`src/rtc_trim_defs.svh`:
```
// Address map, field positions, reset values and timing counts for the
// trim, backup and timestamp block. Definitions only; included by name.
`ifndef RTC_TRIM_DEFS_SVH
`define RTC_TRIM_DEFS_SVH

// Control bytes (upper seven bits) that select the two address spaces.
`define CODE_CLOCK_SPACE    7'h6f
`define CODE_NV_SPACE       7'h57

// Clock register and SRAM address map.
`define ADDR_WEEKDAY_STATUS 8'h03
`define ADDR_CONTROL        8'h07
`define ADDR_OSC_TRIM       8'h08
`define ADDR_PD_MIN         8'h18
`define ADDR_PD_HOUR        8'h19
`define ADDR_PD_DATE        8'h1a
`define ADDR_PD_MONTH       8'h1b
`define ADDR_PU_MIN         8'h1c
`define ADDR_PU_HOUR        8'h1d
`define ADDR_PU_DATE        8'h1e
`define ADDR_PU_MONTH       8'h1f
`define ADDR_CLOCK_LAST     8'h1f
`define ADDR_SRAM_FIRST     8'h20
`define ADDR_SRAM_LAST      8'h5f

// Control register fields.
`define CTL_OUT             7
`define CTL_SQW_EN          6
`define CTL_ALM1_EN         5
`define CTL_ALM0_EN         4
`define CTL_EXT_OSC         3
`define CTL_COARSE          2
`define CTL_FSEL_HI         1
`define CTL_FSEL_LO         0

// Weekday and power status fields.
`define WKS_OSC_RUN         5
`define WKS_PWR_FAIL        4
`define WKS_BACKUP_EN       3
`define WKS_WEEKDAY_CODE_HI        2

// Trim register sign bit.
`define TRIM_SIGN           7

// Reset values.
`define RST_CONTROL         8'h00
`define RST_OSC_TRIM        8'h00
`define RST_WEEKDAY_STATUS  8'h00
`define RST_STAMP           8'h00

// Masks that force unimplemented timestamp bits to read as zero.
`define MASK_MIN            8'h7f
`define MASK_HOUR           8'h7f
`define MASK_DATE           8'h3f
`define MASK_MONTH          8'hff

// Timing: oscillator rate, trim rates and square wave half periods.
`define OSC_FREQ_HZ         32768
`define COARSE_RATE_HZ      128
`define FINE_PERIOD_S       60
`define COARSE_TICKS        (`OSC_FREQ_HZ / `COARSE_RATE_HZ)
`define FINE_TICKS          (`OSC_FREQ_HZ * `FINE_PERIOD_S)
`define HALF_1HZ            (`OSC_FREQ_HZ / 2)
`define HALF_4KHZ           4
`define HALF_8KHZ           2
`define HALF_64HZ           (`OSC_FREQ_HZ / 128)

`endif

```
`src/rtc_trim_pkg.sv`:
```
// Types shared by the trim, backup and timestamp block.
// Assumes nothing of its surroundings.
package rtc_trim_pkg;

	// Direction of a pending trim correction.
	typedef enum logic [1:0] {
		trim_idle,
		trim_remove,
		trim_add
	} trim_state_type;

	// Square wave frequency select codes.
	typedef enum logic [1:0] {
		sqw_1hz,
		sqw_4khz,
		sqw_8khz,
		sqw_32khz
	} sqw_select_type;

	// One byte of the register and SRAM space.
	typedef logic [7:0] byte_type;

endpackage

```
`src/rtc_trim_backup_timestamp.sv`:
```
// Trim, backup switchover, power-fail timestamp and clock/SRAM space.
// Assumes a decoded register port from the serial slave on the same clock,
// calendar fields from the counters, and async oscillator and supply pins.
`timescale 1ns/1ps
`default_nettype none
`include "rtc_trim_defs.svh"

module rtc_trim_backup_timestamp #(
	parameter int FINE_TICKS = `FINE_TICKS
) (
	input  wire logic                   clock,
	input  wire logic                   reset,
	input  wire logic                   osc_clock,
	input  wire logic                   primary_above_threshold,
	input  wire logic                   oscillator_running_flag,
	input  wire logic                   alarm_output_level,
	input  wire logic                   nv_write_busy,
	input  wire rtc_trim_pkg::byte_type cal_minutes,
	input  wire rtc_trim_pkg::byte_type cal_hours,
	input  wire rtc_trim_pkg::byte_type cal_date,
	input  wire rtc_trim_pkg::byte_type cal_month,
	input  wire logic                   bus_req,
	input  wire logic                   bus_write,
	input  wire logic [6:0]             bus_control_code,
	input  wire rtc_trim_pkg::byte_type bus_addr,
	input  wire rtc_trim_pkg::byte_type bus_wdata,
	output var  logic                   bus_ack_r,
	output var  logic                   bus_nack_r,
	output var  rtc_trim_pkg::byte_type bus_rdata_r,
	output var  logic                   nv_select_r,
	output var  logic                   bus_enable_r,
	output var  logic                   backup_active_r,
	output var  logic                   trimmed_tick_r,
	output var  logic                   multi_function_output_r,
	output var  logic                   multi_function_oe_n_r
);
	import rtc_trim_pkg::*;

	// Synchronisers for the oscillator and the supply comparator.
	logic       osc_s1_r, osc_s2_r, osc_s3_r;      // Oscillator samples.
	logic       pwr_s1_r, pwr_s2_r;                // Comparator samples.
	logic       osc_s1_nxt, osc_s2_nxt, osc_s3_nxt;
	logic       pwr_s1_nxt, pwr_s2_nxt;
	logic       raw_tick;                          // Rising oscillator edge.

	// Register file.
	byte_type   control_r, control_nxt;            // Output and oscillator.
	byte_type   trim_r, trim_nxt;                  // Sign and trim value.
	logic       backup_enable_r, backup_enable_nxt;
	logic       power_failure_flag_r, power_failure_flag_nxt;
	logic       up_armed_r, up_armed_nxt;          // Waiting for power-up.
	logic [2:0] weekday_r, weekday_nxt;            // Weekday storage.
	byte_type   stamp_r [8];                       // Down then up stamps.
	byte_type   stamp_nxt [8];
	byte_type   sram [64];                         // General purpose SRAM.
	logic       backup_nxt, bus_enable_nxt;
	logic       ack_nxt, nack_nxt, nv_nxt;
	byte_type   rdata_nxt;

	// Trim sequencer.
	trim_state_type trim_state_r, trim_state_nxt;
	logic [20:0] interval_r, interval_nxt;         // Ticks in the interval.
	logic [7:0]  pending_r, pending_nxt;           // Ticks still to adjust.
	logic        tick_nxt;

	// Square wave and output pin.
	logic [14:0] sqw_count_r, sqw_count_nxt;       // Half period counter.
	logic        sqw_r, sqw_nxt;                   // Square wave level.
	logic        mfp_nxt;

	// Decoded bus request.
	logic       clock_space, nv_space, in_range, accept, do_write;
	logic       coarse;
	logic [6:0] trim_value;
	logic [14:0] half_period;

	assign clock_space = (bus_control_code == `CODE_CLOCK_SPACE);
	assign nv_space    = (bus_control_code == `CODE_NV_SPACE);
	assign in_range    = (bus_addr <= `ADDR_SRAM_LAST);
	// The nonvolatile busy input is deliberately not consulted here.
	assign accept      = bus_req && clock_space && in_range
		&& bus_enable_r;
	assign do_write    = accept && bus_write;
	assign coarse      = control_r[`CTL_COARSE];
	assign trim_value  = trim_r[6:0];
	assign raw_tick    = osc_s2_r && !osc_s3_r;

	// Next values of the synchronisers; the first stage feeds only the second.
	always_comb begin
		osc_s1_nxt = osc_clock;
		osc_s2_nxt = osc_s1_r;
		osc_s3_nxt = osc_s2_r;
		pwr_s1_nxt = primary_above_threshold;
		pwr_s2_nxt = pwr_s1_r;
	end

	// Registers the synchronisers.
	always_ff @(posedge clock) begin
		if (reset) begin
			osc_s1_r <= 1'b0;
			osc_s2_r <= 1'b0;
			osc_s3_r <= 1'b0;
			pwr_s1_r <= 1'b1;
			pwr_s2_r <= 1'b1;
		end else begin
			osc_s1_r <= osc_s1_nxt;
			osc_s2_r <= osc_s2_nxt;
			osc_s3_r <= osc_s3_nxt;
			pwr_s1_r <= pwr_s1_nxt;
			pwr_s2_r <= pwr_s2_nxt;
		end
	end

	// Trim sequencer: opens an interval, then removes or adds ticks.
	always_comb begin
		trim_state_nxt = trim_state_r;
		interval_nxt   = interval_r;
		pending_nxt    = pending_r;
		tick_nxt       = raw_tick;
		// The interval is counted on raw ticks and keeps running on backup.
		if (raw_tick) begin
			interval_nxt = interval_r + 21'd1;
		end
		if (raw_tick && ((coarse && interval_r >=
			21'(`COARSE_TICKS - 1)) || (!coarse && interval_r >=
			21'(FINE_TICKS - 1)))) begin
			interval_nxt = '0;
			if (trim_value == 7'h00) begin
				trim_state_nxt = trim_idle;
				pending_nxt    = '0;
			end else begin
				pending_nxt    = {trim_value, 1'b0};
				trim_state_nxt = trim_r[`TRIM_SIGN] ? trim_add
					: trim_remove;
			end
		end else begin
			unique case (trim_state_r)
				trim_idle: begin
					tick_nxt = raw_tick;
				end
				trim_remove: begin
					// A slow-down swallows real ticks until none remain.
					if (raw_tick) begin
						tick_nxt    = 1'b0;
						pending_nxt = pending_r - 8'd1;
						if (pending_r == 8'd1) begin
							trim_state_nxt = trim_idle;
						end
					end
				end
				trim_add: begin
					// Extra ticks slot into system cycles with no real tick.
					if (!raw_tick) begin
						tick_nxt    = 1'b1;
						pending_nxt = pending_r - 8'd1;
						if (pending_r == 8'd1) begin
							trim_state_nxt = trim_idle;
						end
					end
				end
			endcase
		end
	end

	// Registers the trim sequencer.
	always_ff @(posedge clock) begin
		if (reset) begin
			trim_state_r   <= trim_idle;
			interval_r     <= '0;
			pending_r      <= '0;
			trimmed_tick_r <= 1'b0;
		end else begin
			trim_state_r   <= trim_state_nxt;
			interval_r     <= interval_nxt;
			pending_r      <= pending_nxt;
			trimmed_tick_r <= tick_nxt;
		end
	end

	// Square wave from trimmed ticks, at full rate from the oscillator, and the output pin selection.
	always_comb begin
		unique case (sqw_select_type'(control_r[`CTL_FSEL_HI:`CTL_FSEL_LO]))
			sqw_1hz:   half_period = 15'(`HALF_1HZ);
			sqw_4khz:  half_period = 15'(`HALF_4KHZ);
			sqw_8khz:  half_period = 15'(`HALF_8KHZ);
			sqw_32khz: half_period = 15'd1;
		endcase
		if (coarse) begin
			half_period = 15'(`HALF_64HZ);
		end
		sqw_count_nxt = sqw_count_r;
		sqw_nxt       = sqw_r;
		if (!coarse && control_r[`CTL_FSEL_HI:`CTL_FSEL_LO] == 2'd3) begin
			// Full rate follows the oscillator itself, untrimmed.
			sqw_nxt = osc_s2_r;
		end else if (tick_nxt) begin
			if (sqw_count_r >= half_period - 15'd1) begin
				sqw_count_nxt = '0;
				sqw_nxt       = !sqw_r;
			end else begin
				sqw_count_nxt = sqw_count_r + 15'd1;
			end
		end
		// Backup keeps only the alarm output alive on the pin.
		if (!backup_active_r && control_r[`CTL_SQW_EN]) begin
			mfp_nxt = sqw_r;
		end else if (control_r[`CTL_ALM0_EN] || control_r[`CTL_ALM1_EN]) begin
			mfp_nxt = alarm_output_level;
		end else if (!backup_active_r) begin
			mfp_nxt = control_r[`CTL_OUT];
		end else begin
			mfp_nxt = 1'b1;
		end
	end

	// Registers the square wave and the open-drain pin.
	always_ff @(posedge clock) begin
		if (reset) begin
			sqw_count_r             <= '0;
			sqw_r                   <= 1'b0;
			multi_function_output_r <= 1'b0;
			multi_function_oe_n_r   <= 1'b1;
		end else begin
			sqw_count_r             <= sqw_count_nxt;
			sqw_r                   <= sqw_nxt;
			multi_function_output_r <= 1'b0;
			multi_function_oe_n_r   <= mfp_nxt;
		end
	end

	// Register file, switchover, timestamp capture and bus answers.
	always_comb begin
		control_nxt            = control_r;
		trim_nxt               = trim_r;
		backup_enable_nxt      = backup_enable_r;
		power_failure_flag_nxt = power_failure_flag_r;
		up_armed_nxt           = up_armed_r;
		weekday_nxt            = weekday_r;
		for (int i = 0; i < 8; i++) begin
			stamp_nxt[i] = stamp_r[i];
		end
		// Backup is entered only with the enable set and the supply low.
		backup_nxt     = backup_enable_r && !pwr_s2_r;
		bus_enable_nxt = !backup_nxt;
		ack_nxt        = accept;
		nack_nxt       = bus_req && clock_space && !accept;
		nv_nxt         = bus_req && nv_space && bus_enable_r;
		rdata_nxt      = 8'h00;

		// Register writes from software.
		if (do_write) begin
			unique case (bus_addr)
				`ADDR_CONTROL: control_nxt = bus_wdata;
				`ADDR_OSC_TRIM: trim_nxt = bus_wdata;
				`ADDR_WEEKDAY_STATUS: begin
					backup_enable_nxt = bus_wdata[`WKS_BACKUP_EN];
					weekday_nxt       = bus_wdata[`WKS_WEEKDAY_CODE_HI:0];
					// Software may only clear the flag, never set it.
					if (!bus_wdata[`WKS_PWR_FAIL]
						&& power_failure_flag_r) begin
						power_failure_flag_nxt = 1'b0;
						up_armed_nxt           = 1'b0;
						for (int i = 0; i < 8; i++) begin
							stamp_nxt[i] = `RST_STAMP;
						end
					end
				end
				`ADDR_PD_MIN, `ADDR_PU_MIN:
					stamp_nxt[bus_addr[2:0]] = bus_wdata & `MASK_MIN;
				`ADDR_PD_HOUR, `ADDR_PU_HOUR:
					stamp_nxt[bus_addr[2:0]] = bus_wdata & `MASK_HOUR;
				`ADDR_PD_DATE, `ADDR_PU_DATE:
					stamp_nxt[bus_addr[2:0]] = bus_wdata & `MASK_DATE;
				`ADDR_PD_MONTH, `ADDR_PU_MONTH:
					stamp_nxt[bus_addr[2:0]] = bus_wdata;
				default: begin
					// Calendar registers and SRAM are handled elsewhere.
				end
			endcase
		end

		// Power-down capture on the switchover edge, set wins over clear.
		if (backup_nxt && !backup_active_r && !power_failure_flag_r) begin
			stamp_nxt[0] = cal_minutes & `MASK_MIN;
			stamp_nxt[1] = cal_hours & `MASK_HOUR;
			stamp_nxt[2] = cal_date & `MASK_DATE;
			stamp_nxt[3] = cal_month;
			power_failure_flag_nxt = 1'b1;
			up_armed_nxt = 1'b1;
		end
		// Power-up capture once per outage, only for an armed outage.
		if (!backup_nxt && backup_active_r && up_armed_r) begin
			stamp_nxt[4] = cal_minutes & `MASK_MIN;
			stamp_nxt[5] = cal_hours & `MASK_HOUR;
			stamp_nxt[6] = cal_date & `MASK_DATE;
			stamp_nxt[7] = cal_month;
			up_armed_nxt = 1'b0;
		end

		// Read data for the clock space and SRAM.
		if (accept && !bus_write) begin
			if (bus_addr >= `ADDR_SRAM_FIRST) begin
				rdata_nxt = sram[6'(bus_addr - `ADDR_SRAM_FIRST)];
			end else if (bus_addr >= `ADDR_PD_MIN) begin
				rdata_nxt = stamp_r[bus_addr[2:0]];
			end else if (bus_addr == `ADDR_CONTROL) begin
				rdata_nxt = control_r;
			end else if (bus_addr == `ADDR_OSC_TRIM) begin
				rdata_nxt = trim_r;
			end else if (bus_addr == `ADDR_WEEKDAY_STATUS) begin
				rdata_nxt = {2'b00, oscillator_running_flag,
					power_failure_flag_r, backup_enable_r, weekday_r};
			end
		end
	end

	// Registers the register file and the bus answers.
	always_ff @(posedge clock) begin
		if (reset) begin
			control_r            <= `RST_CONTROL;
			trim_r               <= `RST_OSC_TRIM;
			backup_enable_r      <= 1'b0;
			power_failure_flag_r <= 1'b0;
			up_armed_r           <= 1'b0;
			weekday_r            <= 3'h0;
			for (int i = 0; i < 8; i++) begin
				stamp_r[i] <= `RST_STAMP;
			end
			backup_active_r      <= 1'b0;
			bus_enable_r         <= 1'b1;
			bus_ack_r            <= 1'b0;
			bus_nack_r           <= 1'b0;
			nv_select_r          <= 1'b0;
			bus_rdata_r          <= 8'h00;
		end else begin
			control_r            <= control_nxt;
			trim_r               <= trim_nxt;
			backup_enable_r      <= backup_enable_nxt;
			power_failure_flag_r <= power_failure_flag_nxt;
			up_armed_r           <= up_armed_nxt;
			weekday_r            <= weekday_nxt;
			for (int i = 0; i < 8; i++) begin
				stamp_r[i] <= stamp_nxt[i];
			end
			backup_active_r      <= backup_nxt;
			bus_enable_r         <= bus_enable_nxt;
			bus_ack_r            <= ack_nxt;
			bus_nack_r           <= nack_nxt;
			nv_select_r          <= nv_nxt;
			bus_rdata_r          <= rdata_nxt;
		end
	end

	// SRAM has no reset and never waits for the calendar update.
	always_ff @(posedge clock) begin
		if (do_write && bus_addr >= `ADDR_SRAM_FIRST) begin
			sram[6'(bus_addr - `ADDR_SRAM_FIRST)] <= bus_wdata;
		end
	end

endmodule
`default_nettype wire

```
`config.mk`:
```
export PLATFORM = sky130hd
export DESIGN_NAME = rtc_trim_backup_timestamp
export DESIGN_NICKNAME = d
export VERILOG_FILES = /design/src/rtc_trim_pkg.sv /design/src/rtc_trim_backup_timestamp.sv
export VERILOG_INCLUDE_DIRS = /design/src
export SDC_FILE = /design/constraint.sdc
export NUM_CORES = 1
export LEC_CHECK = 0
export BUFFER_PORTS_ARGS = -buffer_cell sky130_fd_sc_hd__buf_4
export CAP_MARGIN = 10
export CORE_ASPECT_RATIO = 0.7
export CORE_MARGIN = 4
export CORE_UTILIZATION = 30
export DETAILED_ROUTE_END_ITERATION = 10
export GPL_TIMING_DRIVEN = 0
export HOLD_SLACK_MARGIN = 0.03
export SYNTH_ARGS = -nofsm -noshare
export SYNTH_HDL_FRONTEND = slang
export SYNTH_SLANG_ARGS = --single-unit
```
`constraint.sdc`:
```
create_clock -name clock -period 3.5 [get_ports clock]
set_input_delay 0.7 -clock clock [delete_from_list [all_inputs] [get_ports clock]]
set_output_delay 0.7 -clock clock [all_outputs]
set_load 0.02 [all_outputs]
```
==> metrics.yaml <==
status:
  outcome: "finished, violations left"
  violations: "negative setup slack"
yosys:
  synth.distinct_cells: 68
  async_flop_share_pct: 0
  ys_ff_latch: 665
  yosys-top-cells-area: "edfxtp_1, mux4_2, dfxtp_1"
  syn_nets: 2001
  synth_flop_cell: "edfxtp_1"
  synthAdderAreaFrac_pct: 0.976
  netlist_area_sq_um: 28200
  yosysWarnings: 0
  synth_top_family_by_area: "multiplexers"
  synth_most_common_cell: "edfxtp_1"
  synth_top_cell_area_share_pct: 54.5
  synth_mux_area_share_pct: 15.6
  synthSimpleGateAreaFrac_pct: 8.35
  synth_compound_gate_area_share_pct: 6.46
  synth_common_cells: "edfxtp_1, nand2_1, nor2_1"
  synth.largest_area_cell: "edfxtp_1"
  synth_xor_xnor_area_share_pct: 0.901
  syn_inst: 1915
  synth-edff-count: 512
  ys_seq_area_share_pct: 65.4
  synth_area_per_cell_sq_um: 14.7
power:
  fin_total_pwr_mw: 16.1
  vdd_drop_max_v: 0.000392
  power.density_nw_per_um2: 497
  p_leak_nw: 10.6
routing:
  drcViolationCount: 0
  drt_wl_total_mm: 85.9
  postRouteAntennaNets: 0
  vias: 18400
  wire_per_inst_microns: 25.7
  drt_pass1_iterations: 6
  vias_per_cell: 5.52
  drt_iter0_drc: 2957
sta:
  hold_viol: 0
  relSlewSlack_pct: 8.85
  tightest_slew_ns: 1.37
  setup_tns_ns: -0.443
  max_freq_mhz: 282
  skew_ns: 0.0503
  min_period_over_period_pct: 101
  rsz0062_at_grt: "yes"
  fin_hold_ws_ns: 0.270
  fin_crit_ns: 3.54
  drv_slew: 0
  timing.final.ws_setup_ns: -0.0431
  setup_viol: 30
clocking:
  post_cts_buffers: 0
  htree_levels: 2
  clkSinkCount: 665
  clk_pin_slew_ns: 0.06
  tritoncts: "built"
  cts_made_buffers: 58
  cts_max_path_buffers: 3
  cts-root-buf: "clkbuf_16"
  clkLatencyLatePin_ns: 0.67
finish:
  drive_gt1_share_pct: 20.9
  final_util_pct: 34.9
  fin_nets: 2135
  synthToLayoutAreaGrowth_pct: 14.8
  final_cells: 3337
  fillCellCount: 8922
  finish.instance_area_sq_um: 32400
global_route:
  gr-total-overflow: 0
  grt_pass1_vias: 17600
  grt_pass1_wl_mm: 124
  grt_max_degree: 69
  track_usage_pct: 16.8
  antenna_found_initial: 6
worst_setup_path:
  cp.required_ns: 3.95
  cpMostUsedCell: "a21oi_1"
  crit_start: "bus_addr[2]"
  crit_slowest_cell: "clkdlybuf4s15_1"
  worstSetupEndpointType: "flop"
  r2r-start: "bus_enable_r"
  crit_chain: "buf_4 > clkinv_1 > clkbuf_1 > clkdlybuf4s15_1 > mux2i_1 > a21oi_1 > o21ai_0 > a21oi_1"
  crit_path_max_fanout: 10
  arrival_ns: 3.99
  critical-path-max-stage-delay_ns: 0.84
  cp-start-kind: "input port"
  crit_type: "input port to flop"
hold_path:
  worstHoldStart: "primary_above_threshold"
  hold_class: "input port to flop"
floorplanning:
  die_y_microns: 264
  io_pins: 80
  die-area_sq_um: 99000
  core_sq_um: 92600
  fp.dieW_microns: 374
  start_util_pct: 30.4
  placement_rows: 93
place:
  place_ws_ns: -1.14
  dpl-instance-area_sq_um: 30300
  io_buffers: 70
  hpwlAfterDp_mm: 58.0
  placed_cells: 3223
  gp_congestion: 0.943
run:
  drv_cap: 0
[layer usage]
layer	global-route usage, %	wire length (microns)	vias up	part of all wire (%)
met4	3.75	1470	2	1.7
met2	22.8	35100	1200	41
li1	-	-	7680	-
met5	0	13	-	0.015
met3	6.02	12000	120	14
met1	25.4	37400	9404	44
[path summary, 6_finish.rpt]
path	depth (start not counted)	end	slack, ns
max	8	bus_rdata_r[3]	-0.04
min	2	pwr_s1_r	0.27
max reg2reg	6	sram[21][0]	0.13
min reg2reg	1	pwr_s2_r	0.42
[where the power goes]
group          internal, mW  leakage, nW  switching (mW)
combinational         0.308         3.80           0.621
clock                  3.66        0.930            3.02
sequential             8.49         5.83         0.00351
[sequential cells by signal, indices dropped and copies added (netlist names), 2 cells and up]
name and flops:
bus_rdata_r 8, control_r 8, interval_r 21, pending_r 8
sqw_count_r 15, sram 512, stamp_r 64, trim_r 8
trim_state_r 2, weekday_r 3
[cell usage in the layout (no fill, tap or decap), types with 10 or more instances in the layout]
cell       instances
nand4_1           14
o31ai_1           24
buf_4             87
inv_1             19
nor2_1           159
dfxtp_1          153
edfxtp_1         512
mux2_2            53
mux4_2           142
ha_1              22
mux2i_1           38
nand3_1           41
xor2_1            19
a21oi_1          105
o21ai_0           66
clkbuf_16         58
nor3_1            22
clkbuf_1          79
and3_1            14
xnor2_1           10
nand2_1          188
nor2_2            10
a221oi_1          17
a211oi_1          14
buf_2             27
a22oi_1           26
[worst max-delay path: cells and delay by family]
family	cells	cell delay, ns
muxes	1	0.39
buffers and inverters	4	1.76
AOI/OAI and AO/OA	3	1.11
[final cells by class]
cell class | count | area (sq um) | share of cell area (%)
Antenna cell | 4 | 10.0 | 0.0309
Buffer | 117 | 608 | 1.88
Clock buffer | 85 | 1610 | 4.98
Clock inverter | 24 | 330 | 1.02
Inverter | 20 | 75.1 | 0.232
Multi-Input combinational cell | 1113 | 9170 | 28.3
Sequential cell | 665 | 18400 | 57.0
Tap cell | 1235 | 1550 | 4.78
Timing Repair Buffer | 74 | 564 | 1.74
[what timing repair did]
item | CTS | global route
setup endpoints to repair | 224 | 64
hold buffers | 0 | 0
resized for setup | 14 | 13
[logic make-up after synthesis]
logic type	after synthesis
DFF	665
adders and majority gates	22
muxes	241
other	1
buffers and inverters	137
and+or+nand+nor	524
xor gates and xnor gates	29
AOI/OAI and AO/OA	296
Power figures use the tool's default switching activity.
